$ cat src/trs_consts.svh
`ifndef TRS_CONSTS_SVH
`define TRS_CONSTS_SVH

// ----------------------------------------------------------------
// clock and timing base
// ----------------------------------------------------------------
`define TRS_CLK_HZ           40000000
`define TRS_TICK_US          1000
`define TRS_TICK_CYCLES      (`TRS_CLK_HZ / 1000000 * `TRS_TICK_US)
`define TRS_DEBOUNCE_US      1500
`define TRS_DEBOUNCE_CYCLES  (`TRS_CLK_HZ / 1000000 * `TRS_DEBOUNCE_US)
`define TRS_FILTER_US        2000
`define TRS_FILTER_CYCLES    (`TRS_CLK_HZ / 1000000 * `TRS_FILTER_US)

// ----------------------------------------------------------------
// counter widths
// ----------------------------------------------------------------
`define TRS_CNT_W            17
`define TRS_MS_W             10

// ----------------------------------------------------------------
// first release delay in ms ticks, and multipliers
// ----------------------------------------------------------------
`define TRS_D1_LOW_MS        10'h00F
`define TRS_D1_OPEN_MS       10'h01E
`define TRS_D1_HIGH_MS       10'h04B
`define TRS_D2_MULT          10'h005
`define TRS_D3_MULT          10'h00A
`define TRS_MS_ZERO          10'h000

`endif

$ cat src/trs_pkg.sv
package trs_pkg;

    // ------------------------------------------------------------
    // three-state pin level: low, high, left open
    // ------------------------------------------------------------
    typedef enum logic [1:0] {
        TRS_TRI_LOW,
        TRS_TRI_HIGH,
        TRS_TRI_OPEN
    } trs_tri_t;

    // ------------------------------------------------------------
    // latched supply tolerance window
    // ------------------------------------------------------------
    typedef enum logic [1:0] {
        TRS_TOL_5,
        TRS_TOL_10,
        TRS_TOL_15
    } trs_tol_t;

    // ------------------------------------------------------------
    // sequencer states
    // ------------------------------------------------------------
    typedef enum logic [1:0] {
        TRS_ST_HOLD,
        TRS_ST_MANUAL,
        TRS_ST_WAIT,
        TRS_ST_RUN
    } trs_state_t;

    typedef struct packed {
        logic first_reset_n;
        logic second_reset_n;
        logic third_reset_n;
    } trs_resets_t;

endpackage : trs_pkg

$ cat src/trs_sequencer.sv
`timescale 1ns/1ps
`include "trs_consts.svh"

// What this block does
// - filtered supply fault drives all three reset outputs low together
// - first reset stays low for the selected delay after supply recovers
// - second and third resets release later, each after its longer delay
// - released outputs stay high until a fault or pushbutton reset
// - power-up holds all resets low, then runs the same sequence
// - tolerance select sampled only while supply below lowest trip level
// - tolerance decode: high 5%, low 10%, open 15%
// - pushbutton accepted whenever any reset output is high
// - held pushbutton keeps all three resets low
// - pushbutton release starts the sequenced release
// - pushbutton is debounced internally against contact bounce
// - delay select decoded from low, high or open
// - first delay at least 10, 20 or 50 ms for low, open, high
// - all three release delays come from one tick divider chain
// - second delay five times first, third ten times first
// - first delay at most 20, 40 or 100 ms
// - stable-low pushbutton asserts resets within 1.0 to 2.0 ms
// - supply dips of 2 ms or less cause no reset
module trs_sequencer #(
    parameter int TICK_CYCLES     = `TRS_TICK_CYCLES,
    parameter int DEBOUNCE_CYCLES = `TRS_DEBOUNCE_CYCLES,
    parameter int FILTER_CYCLES   = `TRS_FILTER_CYCLES
) (
    input  wire logic             CORE_CLK_I,
    input  wire logic             RESET_N_I,
    input  wire logic             SUPPLY_FAULT_I,
    input  wire logic             SUPPLY_BELOW_MIN_I,
    input  wire logic             MANUAL_RESET_N_I,
    input  wire trs_pkg::trs_tri_t DELAY_SELECT_I,
    input  wire trs_pkg::trs_tri_t TOLERANCE_SELECT_I,
    output trs_pkg::trs_tol_t     TOLERANCE_WINDOW_O,
    output trs_pkg::trs_resets_t  RESETS_N_O
);
    import trs_pkg::*;

    // ------------------------------------------------------------
    // functions
    // ------------------------------------------------------------
    // an undefined code reads as open: the middle delay, and the 15% tolerance window
    function automatic trs_tri_t tri_decode(input trs_tri_t raw);
        if (raw == TRS_TRI_LOW) begin
            return TRS_TRI_LOW;
        end else if (raw == TRS_TRI_HIGH) begin
            return TRS_TRI_HIGH;
        end
        return TRS_TRI_OPEN;
    endfunction : tri_decode

    function automatic logic [`TRS_MS_W-1:0] scale_ms(
        input logic [`TRS_MS_W-1:0] base,
        input logic [`TRS_MS_W-1:0] mult
    );
        logic [2*`TRS_MS_W-1:0] prod;
        prod = base * mult;
        return prod[`TRS_MS_W-1:0];
    endfunction : scale_ms

    function automatic logic at_limit(
        input logic [`TRS_CNT_W-1:0] cnt,
        input int                    limit
    );
        logic [`TRS_CNT_W-1:0] lim;
        lim = `TRS_CNT_W'(limit);
        return cnt == lim;
    endfunction : at_limit

    // ------------------------------------------------------------
    // reset release
    // ------------------------------------------------------------
    logic rst_meta;
    logic rst_n;

    always_ff @(posedge CORE_CLK_I or negedge RESET_N_I) begin
        if (!RESET_N_I) begin
            rst_meta <= 1'b0;
            rst_n    <= 1'b0;
        end else begin
            rst_meta <= 1'b1;
            rst_n    <= rst_meta;
        end
    end

    // ------------------------------------------------------------
    // supply fault synchroniser and dip filter
    // ------------------------------------------------------------
    logic                  flt_meta;
    logic                  flt_sync;
    logic [`TRS_CNT_W-1:0] flt_cnt;
    logic                  fault_q;

    always_ff @(posedge CORE_CLK_I or negedge rst_n) begin
        if (!rst_n) begin
            flt_meta <= 1'b1;
            flt_sync <= 1'b1;
        end else begin
            flt_meta <= SUPPLY_FAULT_I;
            flt_sync <= flt_meta;
        end
    end

    wire flt_full = at_limit(flt_cnt, FILTER_CYCLES);

    always_ff @(posedge CORE_CLK_I or negedge rst_n) begin
        if (!rst_n) begin
            flt_cnt <= '0;
            fault_q <= 1'b1;
        end else if (!flt_sync) begin
            flt_cnt <= '0;
            fault_q <= 1'b0;
        end else if (flt_full) begin
            fault_q <= 1'b1;
        end else begin
            flt_cnt <= flt_cnt + 1'b1;
        end
    end

    // ------------------------------------------------------------
    // pushbutton debounce
    // ------------------------------------------------------------
    // the same count guards both edges, so a bounce on release
    // cannot cut a reset cycle short either
    logic                  manual_low;
    logic [`TRS_CNT_W-1:0] db_cnt;

    wire raw_low   = !MANUAL_RESET_N_I;
    wire db_differ = raw_low != manual_low;
    wire db_full   = at_limit(db_cnt, DEBOUNCE_CYCLES);

    always_ff @(posedge CORE_CLK_I or negedge rst_n) begin
        if (!rst_n) begin
            db_cnt     <= '0;
            manual_low <= 1'b0;
        end else if (!db_differ) begin
            db_cnt <= '0;
        end else if (db_full) begin
            db_cnt     <= '0;
            manual_low <= raw_low;
        end else begin
            db_cnt <= db_cnt + 1'b1;
        end
    end

    // ------------------------------------------------------------
    // tolerance latch
    // ------------------------------------------------------------
    trs_tri_t tol_lvl;
    trs_tol_t next_tol;

    assign tol_lvl  = tri_decode(TOLERANCE_SELECT_I);
    assign next_tol = (tol_lvl == TRS_TRI_HIGH) ? TRS_TOL_5 :
                      (tol_lvl == TRS_TRI_LOW)  ? TRS_TOL_10 : TRS_TOL_15;

    always_ff @(posedge CORE_CLK_I or negedge rst_n) begin
        if (!rst_n) begin
            TOLERANCE_WINDOW_O <= TRS_TOL_15;
        end else if (SUPPLY_BELOW_MIN_I) begin
            TOLERANCE_WINDOW_O <= next_tol;
        end
    end

    // ------------------------------------------------------------
    // sequencer state
    // ------------------------------------------------------------
    trs_state_t            state;
    trs_state_t            next_state;
    logic [`TRS_MS_W-1:0]  d1;
    logic [`TRS_MS_W-1:0]  elapsed;
    logic [`TRS_CNT_W-1:0] div_cnt;

    wire any_high = RESETS_N_O.first_reset_n | RESETS_N_O.second_reset_n
                  | RESETS_N_O.third_reset_n;
    wire manual_go = manual_low && (any_high || state == TRS_ST_MANUAL);

    wire [`TRS_MS_W-1:0] d2 = scale_ms(d1, `TRS_D2_MULT);
    wire [`TRS_MS_W-1:0] d3 = scale_ms(d1, `TRS_D3_MULT);
    wire                 seq_done = elapsed >= d3;
    wire                 start = (next_state == TRS_ST_WAIT)
                               && (state != TRS_ST_WAIT);

    always_comb begin
        next_state = state;
        case (state)
            TRS_ST_HOLD: begin
                if (!flt_sync) begin
                    next_state = TRS_ST_WAIT;
                end
            end
            TRS_ST_MANUAL: begin
                if (!manual_low) begin
                    next_state = TRS_ST_WAIT;
                end
            end
            TRS_ST_WAIT: begin
                if (seq_done) begin
                    next_state = TRS_ST_RUN;
                end
            end
            default: begin
                next_state = state;
            end
        endcase
        if (manual_go) begin
            next_state = TRS_ST_MANUAL;
        end
        if (fault_q) begin
            next_state = TRS_ST_HOLD;
        end
    end

    always_ff @(posedge CORE_CLK_I or negedge rst_n) begin
        if (!rst_n) begin
            state <= TRS_ST_HOLD;
        end else begin
            state <= next_state;
        end
    end

    // ------------------------------------------------------------
    // delay select and timebase
    // ------------------------------------------------------------
    trs_tri_t            td_lvl;
    logic [`TRS_MS_W-1:0] next_d1;

    assign td_lvl  = tri_decode(DELAY_SELECT_I);
    assign next_d1 = (td_lvl == TRS_TRI_LOW)  ? `TRS_D1_LOW_MS :
                     (td_lvl == TRS_TRI_HIGH) ? `TRS_D1_HIGH_MS : `TRS_D1_OPEN_MS;

    // the setting is frozen per cycle so the three delays stay in ratio
    always_ff @(posedge CORE_CLK_I or negedge rst_n) begin
        if (!rst_n) begin
            d1 <= `TRS_D1_OPEN_MS;
        end else if (start) begin
            d1 <= next_d1;
        end
    end

    wire tick = at_limit(div_cnt, TICK_CYCLES - 1);

    always_ff @(posedge CORE_CLK_I or negedge rst_n) begin
        if (!rst_n) begin
            div_cnt <= '0;
            elapsed <= `TRS_MS_ZERO;
        end else if (start || state != TRS_ST_WAIT) begin
            div_cnt <= '0;
            elapsed <= `TRS_MS_ZERO;
        end else if (tick) begin
            div_cnt <= '0;
            elapsed <= elapsed + 1'b1;
        end else begin
            div_cnt <= div_cnt + 1'b1;
        end
    end

    // ------------------------------------------------------------
    // reset outputs
    // ------------------------------------------------------------
    trs_resets_t next_resets;
    wire         waiting = state == TRS_ST_WAIT;
    wire         running = state == TRS_ST_RUN;

    assign next_resets.first_reset_n  = running || (waiting && elapsed >= d1);
    assign next_resets.second_reset_n = running || (waiting && elapsed >= d2);
    assign next_resets.third_reset_n  = running || (waiting && seq_done);

    always_ff @(posedge CORE_CLK_I or negedge rst_n) begin
        if (!rst_n) begin
            RESETS_N_O <= '0;
        end else begin
            RESETS_N_O <= next_resets;
        end
    end
endmodule : trs_sequencer

$ cat config.mk
export PLATFORM = sky130hd
export DESIGN_NAME = trs_sequencer
export DESIGN_NICKNAME = d
export VERILOG_FILES = /design/src/trs_pkg.sv /design/src/trs_sequencer.sv
export VERILOG_INCLUDE_DIRS = /design/src /design/src/src
export SDC_FILE = /design/constraint.sdc
export NUM_CORES = 1
export LEC_CHECK = 0
export ABC_CLOCK_PERIOD_IN_PS = 6800
export BUFFER_PORTS_ARGS = -buffer_cell sky130_fd_sc_hd__buf_4
export CORE_ASPECT_RATIO = 0.9
export CORE_MARGIN = 2
export CORE_UTILIZATION = 40
export DETAILED_ROUTE_END_ITERATION = 8
export PLACE_DENSITY = 0.64
export SYNTH_ARGS = -nofsm -noshare
export SYNTH_HDL_FRONTEND = slang
export SYNTH_SLANG_ARGS = --single-unit
$ cat constraint.sdc
create_clock -name CORE_CLK_I -period 6.8 [get_ports CORE_CLK_I]
set_input_delay 0.68 -clock CORE_CLK_I [delete_from_list [all_inputs] [get_ports CORE_CLK_I]]
set_output_delay 0.68 -clock CORE_CLK_I [all_outputs]
set_load 0.02 [all_outputs]
== Word level (Yosys, flattened, before mapping) ==
Cells that the tools add are included.
Storage, ports and cells
  register bits: 84
  input bits: 9
  output and inout port bits: 5
  word-level logic and storage cells: 90
Cells by class
  add/subtract/negate cells: 4
  multiply operators: 2
  $lt $le $gt $ge: 3
  equality and inequality tests: 15
  mux-type cells: 30
  bitwise operators: 2
  reductions and logical operators: 18
Operators with widths (number)
  $mux 17: 6
  $add 17x1->17 const B: 3
  $eq 17x16->1 const B: 2
  $ge 10x10->1: 3
  $mux 2: 13
  $mux 10: 2
  $eq 17x17->1 const B: 1
  $mux 7: 2
  $add 10x1->10 const B: 1
  $eq 2x1->1 const B: 5
  $logic_not 2->1: 5
  $mul 10x3->10 const B: 1
  $mul 10x3->9 const B: 1
  $eq 2x2->1 const B: 3
  $mux 1: 6
  $pmux 2 s3: 1
  $logic_and 1x1->1: 5
  $logic_or 1x1->1: 5
  $ne 2x2->1 const B: 2
  $ne 2x1->1 const B: 1
  $or 1x1->1: 2
  $reduce_and 2->1: 1
  $reduce_bool 2->1: 1
  $logic_not 1->1: 1
  $ne 1x1->1: 1

== Longest topological paths before layout ==
  word-level depth: 10
  gate-level depth with buffers: 9
  depth with buffers taken out: 9

== Worst setup path after synthesis ==
OpenSTA, ideal clock, no wires.
  path kind: reg2reg
  from: register d1[2]
  to: register RESETS_N_O[0] (netlist name)
  setup time: 0.126 ns
  arrival: 2.295 ns
  data required time: 6.674 ns
  setup slack: 4.380 ns
  cell stages (with the launch flop): 10
  buffers on the path: 0
  clock period less this slack: 2.420 ns
  path through: dfstp_2 -> inv_1 -> ha_1 -> ha_1 -> nand4_1 -> a21oi_1 -> o311ai_1 -> nand2_1 -> maj3_1 -> o311a_1
RTL lines
  start, declared: RTL line trs_sequencer.sv:170  | logic [`TRS_MS_W-1:0] d1;
  start signal, assigned: RTL line trs_sequencer.sv:235  | d1 <= `TRS_D1_OPEN_MS;
  start signal, assigned: RTL line trs_sequencer.sv:237  | d1 <= next_d1;
  end signal, assigned: RTL line trs_sequencer.sv:273  | RESETS_N_O <= next_resets;
  end, declared: RTL line trs_sequencer.sv:36  | output trs_pkg::trs_resets_t RESETS_N_O

==> impl.org <==
** Die
- After floorplanning, the core was divided into 35 placement rows.
- DIE WIDTH :: 111 um
- The initial utilization of the core area, before any placement, comes to 40.8%.
- Die outline area :: 11,200 um2
- Measured along the y axis, the die boundary spans 101 um.
- Core ar. :: 10,200 um2
- Number of ports placed on the die boundary :: 14

** STA
- Headroom to the max-slew limit :: 34.5%
- Least-Margin Pin Slew :: 0.982 ns
- Clock Skews :: 0.00725 ns
- Period utilization :: 38.5%
- Post-route worst hold slack :: 0.118 ns
- Summed over all failing endpoints, the final setup total negative slack is 0 ns.
- Highest clock frequency the design can meet :: 382 MHz
- The number of hold violations in the final report was 0.
- The final-report max-slew violation count was 0.
- Setup-failing EPs final :: 0
- Setup repair after global routing missed its margin :: false
- The worst path in the final design needs a cycle of 2.62 ns, including I/O delays and setup.

** Final layout
- Diodes inserted :: 0
- Final standard cell utilization of the core :: 45.5%
- Compared with the post-synthesis result, the final layout area differs by 11.5%.
- At the end of the flow, the number of nets in the layout was 476.
- Cells with a size suffix above 1 make up 10.2% of the layout.

** Min path
- Worst min-delay path category :: input port to asynchronous set/reset pin

** Synth
- Post-synth net total :: 459
- Ranking of synthesized cells by instance count :: 72 x sky130_fd_sc_hd__dfrtp_1, 62 x sky130_fd_sc_hd__nor2_1, 35 x sky130_fd_sc_hd__xor2_1
- Post-synth top area share :: 43.5%
- Counting flops with a built-in enable in the synthesized netlist gives 0.
- Each instance of the synthesized netlist takes up on average 9.87 um2.
- For this run, asynchronously set or reset flops after synthesis account for 100%.
- Summed over all instances, the cell type with the most area after synthesis is sky130_fd_sc_hd__dfrtp_1.
- For this run, the leading register cell type out of synthesis is sky130_fd_sc_hd__dfrtp_1.
- Sequential element share of the synthesized area :: 47.3%
- In this run the cell area of the synthesized design comes to 4140 um2.
- Yosys instantiated no cell more often than sky130_fd_sc_hd__dfrtp_1.
- The synthesized design contains 78 register bits.
- During synthesis, Yosys emitted a total of 0 warnings.
- Yosys attributes the largest share of cell area to sky130_fd_sc_hd__dfrtp_1 43%, sky130_fd_sc_hd__ha_1 9.1%, sky130_fd_sc_hd__xor2_1 7.4%.
- The synthesized netlist contains 53 unique library cells.
- After technology mapping, the gate count stands at 420.

** Outcome
- Outcome :: finished clean

** Setup path
- Cell at the slowest stage of the critical path :: sky130_fd_sc_hd__dfstp_2
- CP Max Fanout :: 4
- Critical path origin :: d1[2]
- Worst path top cell family by delay :: adder cells
- Among the stages of the critical path, the cell type that occurs most often is sky130_fd_sc_hd__ha_1.
- In this design, the stage delay of the slowest critical-path cell is 0.55 ns.
- Worst endpoint data arrival time :: 2.83 ns
- By startpoint and endpoint, the worst setup path is classified as flip-flop to flip-flop.
- The most critical setup path has its endpoint at RESETS_N_O[0].
- Critical path endpoint category :: flip-flop
- STA puts the critical path data required time at 7.01 ns.
- Sum of buffers and inverters on the critical path :: 1
- The startpoint identified for the worst register-to-register timing path is d1[2].
- Counting buffers and inverters, the worst setup path is 9 cells deep.
- The signal on the critical path passes through inv_1, ha_1, ha_1, nand4_1, a21oi_1, o311ai_1, nand2_1, maj3_1, o311a_1.
- The endpoint identified for the worst register-to-register timing path is RESETS_N_O[0].
- Register-to-register setup slack :: 4.18 ns
- R2r worst-path depth :: 9
- The worst setup path is launched from a flip-flop.

** Drt
- Total wire length :: 7.64 mm
- The first routing iteration left 144 violations.
- In the routed design, unresolved DRC markers number 0.
- The routed layout has 2,973 vias.
- After detailed routing, the number of vias per cell comes to 5.21.
- Final ANT Viol Nets :: 0
- Routed wire length per instance :: 13.4 um
- The first detailed-routing pass ran for 4 iterations.

** Clock tree
- TritonCTS built the clock tree.
- Clock insertion delay at the later pin of the skew report :: 0.33 ns
- Maximum number of buffers from clock root to sink :: 2
- Num Clock Sinks :: 78
- After clock tree synthesis, the setup repair step added 0 buffers.
- Hold buffer count at cts :: 0
- CTS buffer count :: 9
- Quantity of gates resized following cts :: 0
- Clock tree synthesis selected as its root buffer the cell sky130_fd_sc_hd__clkbuf_16.
- The H-tree was split into 3 levels.
- Clk pin slew, worst setup/hold paths :: 0.06 ns

** Placed design
- The congestion estimate from routability-driven global placement came to 0.756.
- Buffers placed on the I/O ports in this run total 13.
- The wire-length estimate of the detail-placed layout is 5.30 mm.

** Power
- In this run the power density over the cells is 204 nW/um2.
- The worst-case IR drop observed on VDD is 0.000159 V.
- Total leakage power :: 2.01 nW

** Run
- Across the run, the number of max-cap violations was 0.

** Global route
- The first global-routing pass estimated 13.8 mm of wire.
- Global routing used 15.2% of the available tracks across all layers.
- The number of global-route vias before repair is 2,995.
- The total overflow left after global routing is 0.
- Initial antenna violation count :: 0
- Entering global routing, the biggest net connects 77 pins.
cells by family after synthesis:
family                   Yosys count  share of synthesized area, %
other                              1                        0.0905
multiplexers                       4                          1.06
AND/OR/NAND/NOR                  183                          22.0
buffers and inverters             24                          2.51
AO/OA/AOI/OAI                     50                          7.40
flip-flops                        78                          47.3
XOR/XNOR                          49                          10.4
adder cells (fa/ha/maj)           31                          9.30
power by group:
| group | total, W | internal [W] | switching (W) |
|---|---|---|---|
| combinational | 0.0000360 | 0.0000167 | 0.0000193 |
| sequential | 0.000486 | 0.000472 | 0.0000142 |
| clock | 0.000419 | 0.000246 | 0.000173 |
| total | 0.000941 | 0.000735 | 0.000206 |
how the worst min path moves through the flow:
stage / from / endpoint / slack (ns) / depth (start not counted)
5_1_grt: RESET_N_I / rst_n / 0.10 / 1
4_1_cts: RESET_N_I / rst_n / 0.10 / 1
3_5_place_dp: rst_meta / rst_n / 0.34 / 0
6_report: RESET_N_I / rst_n / 0.12 / 1
2_1_floorplan: rst_meta / rst_n / 0.33 / 0
3_3_place_gp: rst_meta / rst_n / 0.34 / 0
stage by stage:
step | total power (W) | setup slack (ns) | area (um2) | instances
after global placement | 0.000529 | 4.27 | 4370 | 555
final | 0.000941 | 4.18 | 4620 | 571
after detailed placement | 0.000532 | 4.17 | 4370 | 555
after floorplan | 0.000515 | 4.38 | 4140 | 420
after CTS | 0.000959 | 4.15 | 4620 | 571
after global routing | 0.000986 | 4.02 | 4620 | 571
layer usage:
layer,up-vias,track usage [%],wire (um)
met5,-,0,0
met4,0,5.51,138
met3,14,4.27,238
met2,32,25.6,3550
met1,1446,18.8,3720
li1,1481,-,-
placed cells by master, fill, tap and decap left out, types with 5 or more instances in the layout:
| cell type | count |
|---|---|
| sky130_fd_sc_hd__or3_1 | 8 |
| sky130_fd_sc_hd__nand2_1 | 30 |
| sky130_fd_sc_hd__nor3_1 | 5 |
| sky130_fd_sc_hd__nand3_1 | 27 |
| sky130_fd_sc_hd__buf_4 | 13 |
| sky130_fd_sc_hd__ha_1 | 30 |
| sky130_fd_sc_hd__clkbuf_1 | 5 |
| sky130_fd_sc_hd__xor2_1 | 35 |
| sky130_fd_sc_hd__inv_1 | 16 |
| sky130_fd_sc_hd__nor2_1 | 62 |
| sky130_fd_sc_hd__a21oi_1 | 18 |
| sky130_fd_sc_hd__clkbuf_16 | 9 |
| sky130_fd_sc_hd__dfrtp_1 | 71 |
| sky130_fd_sc_hd__nand4_1 | 10 |
| sky130_fd_sc_hd__o21ai_0 | 16 |
| sky130_fd_sc_hd__xnor2_1 | 14 |
| sky130_fd_sc_hd__dfstp_2 | 6 |
| sky130_fd_sc_hd__and3_1 | 11 |
registers in the layout, indices dropped and copies added (netlist names):
name and count:
db_cnt 17, div_cnt 17, flt_cnt 17, elapsed 10, d1 4, RESETS_N_O 3, TOLERANCE_WINDOW_O 2, state 2
fault_q 1, flt_meta 1, flt_sync 1, manual_low 1, rst_meta 1, rst_n 1
final cells by class:
| class | count | area [um2] |
|---|---|---|
| inverters | 17 | 63.8 |
| flip-flops and latches | 78 | 1960 |
| clock buffers | 14 | 244 |
| multi-input cells | 318 | 2080 |
| well taps | 129 | 161 |
| fillers | 992 | 5540 |
| clock inverters | 2 | 10.0 |
| repair buffers | 13 | 97.6 |
Note: power is estimated with default switching activity, not from simulation.
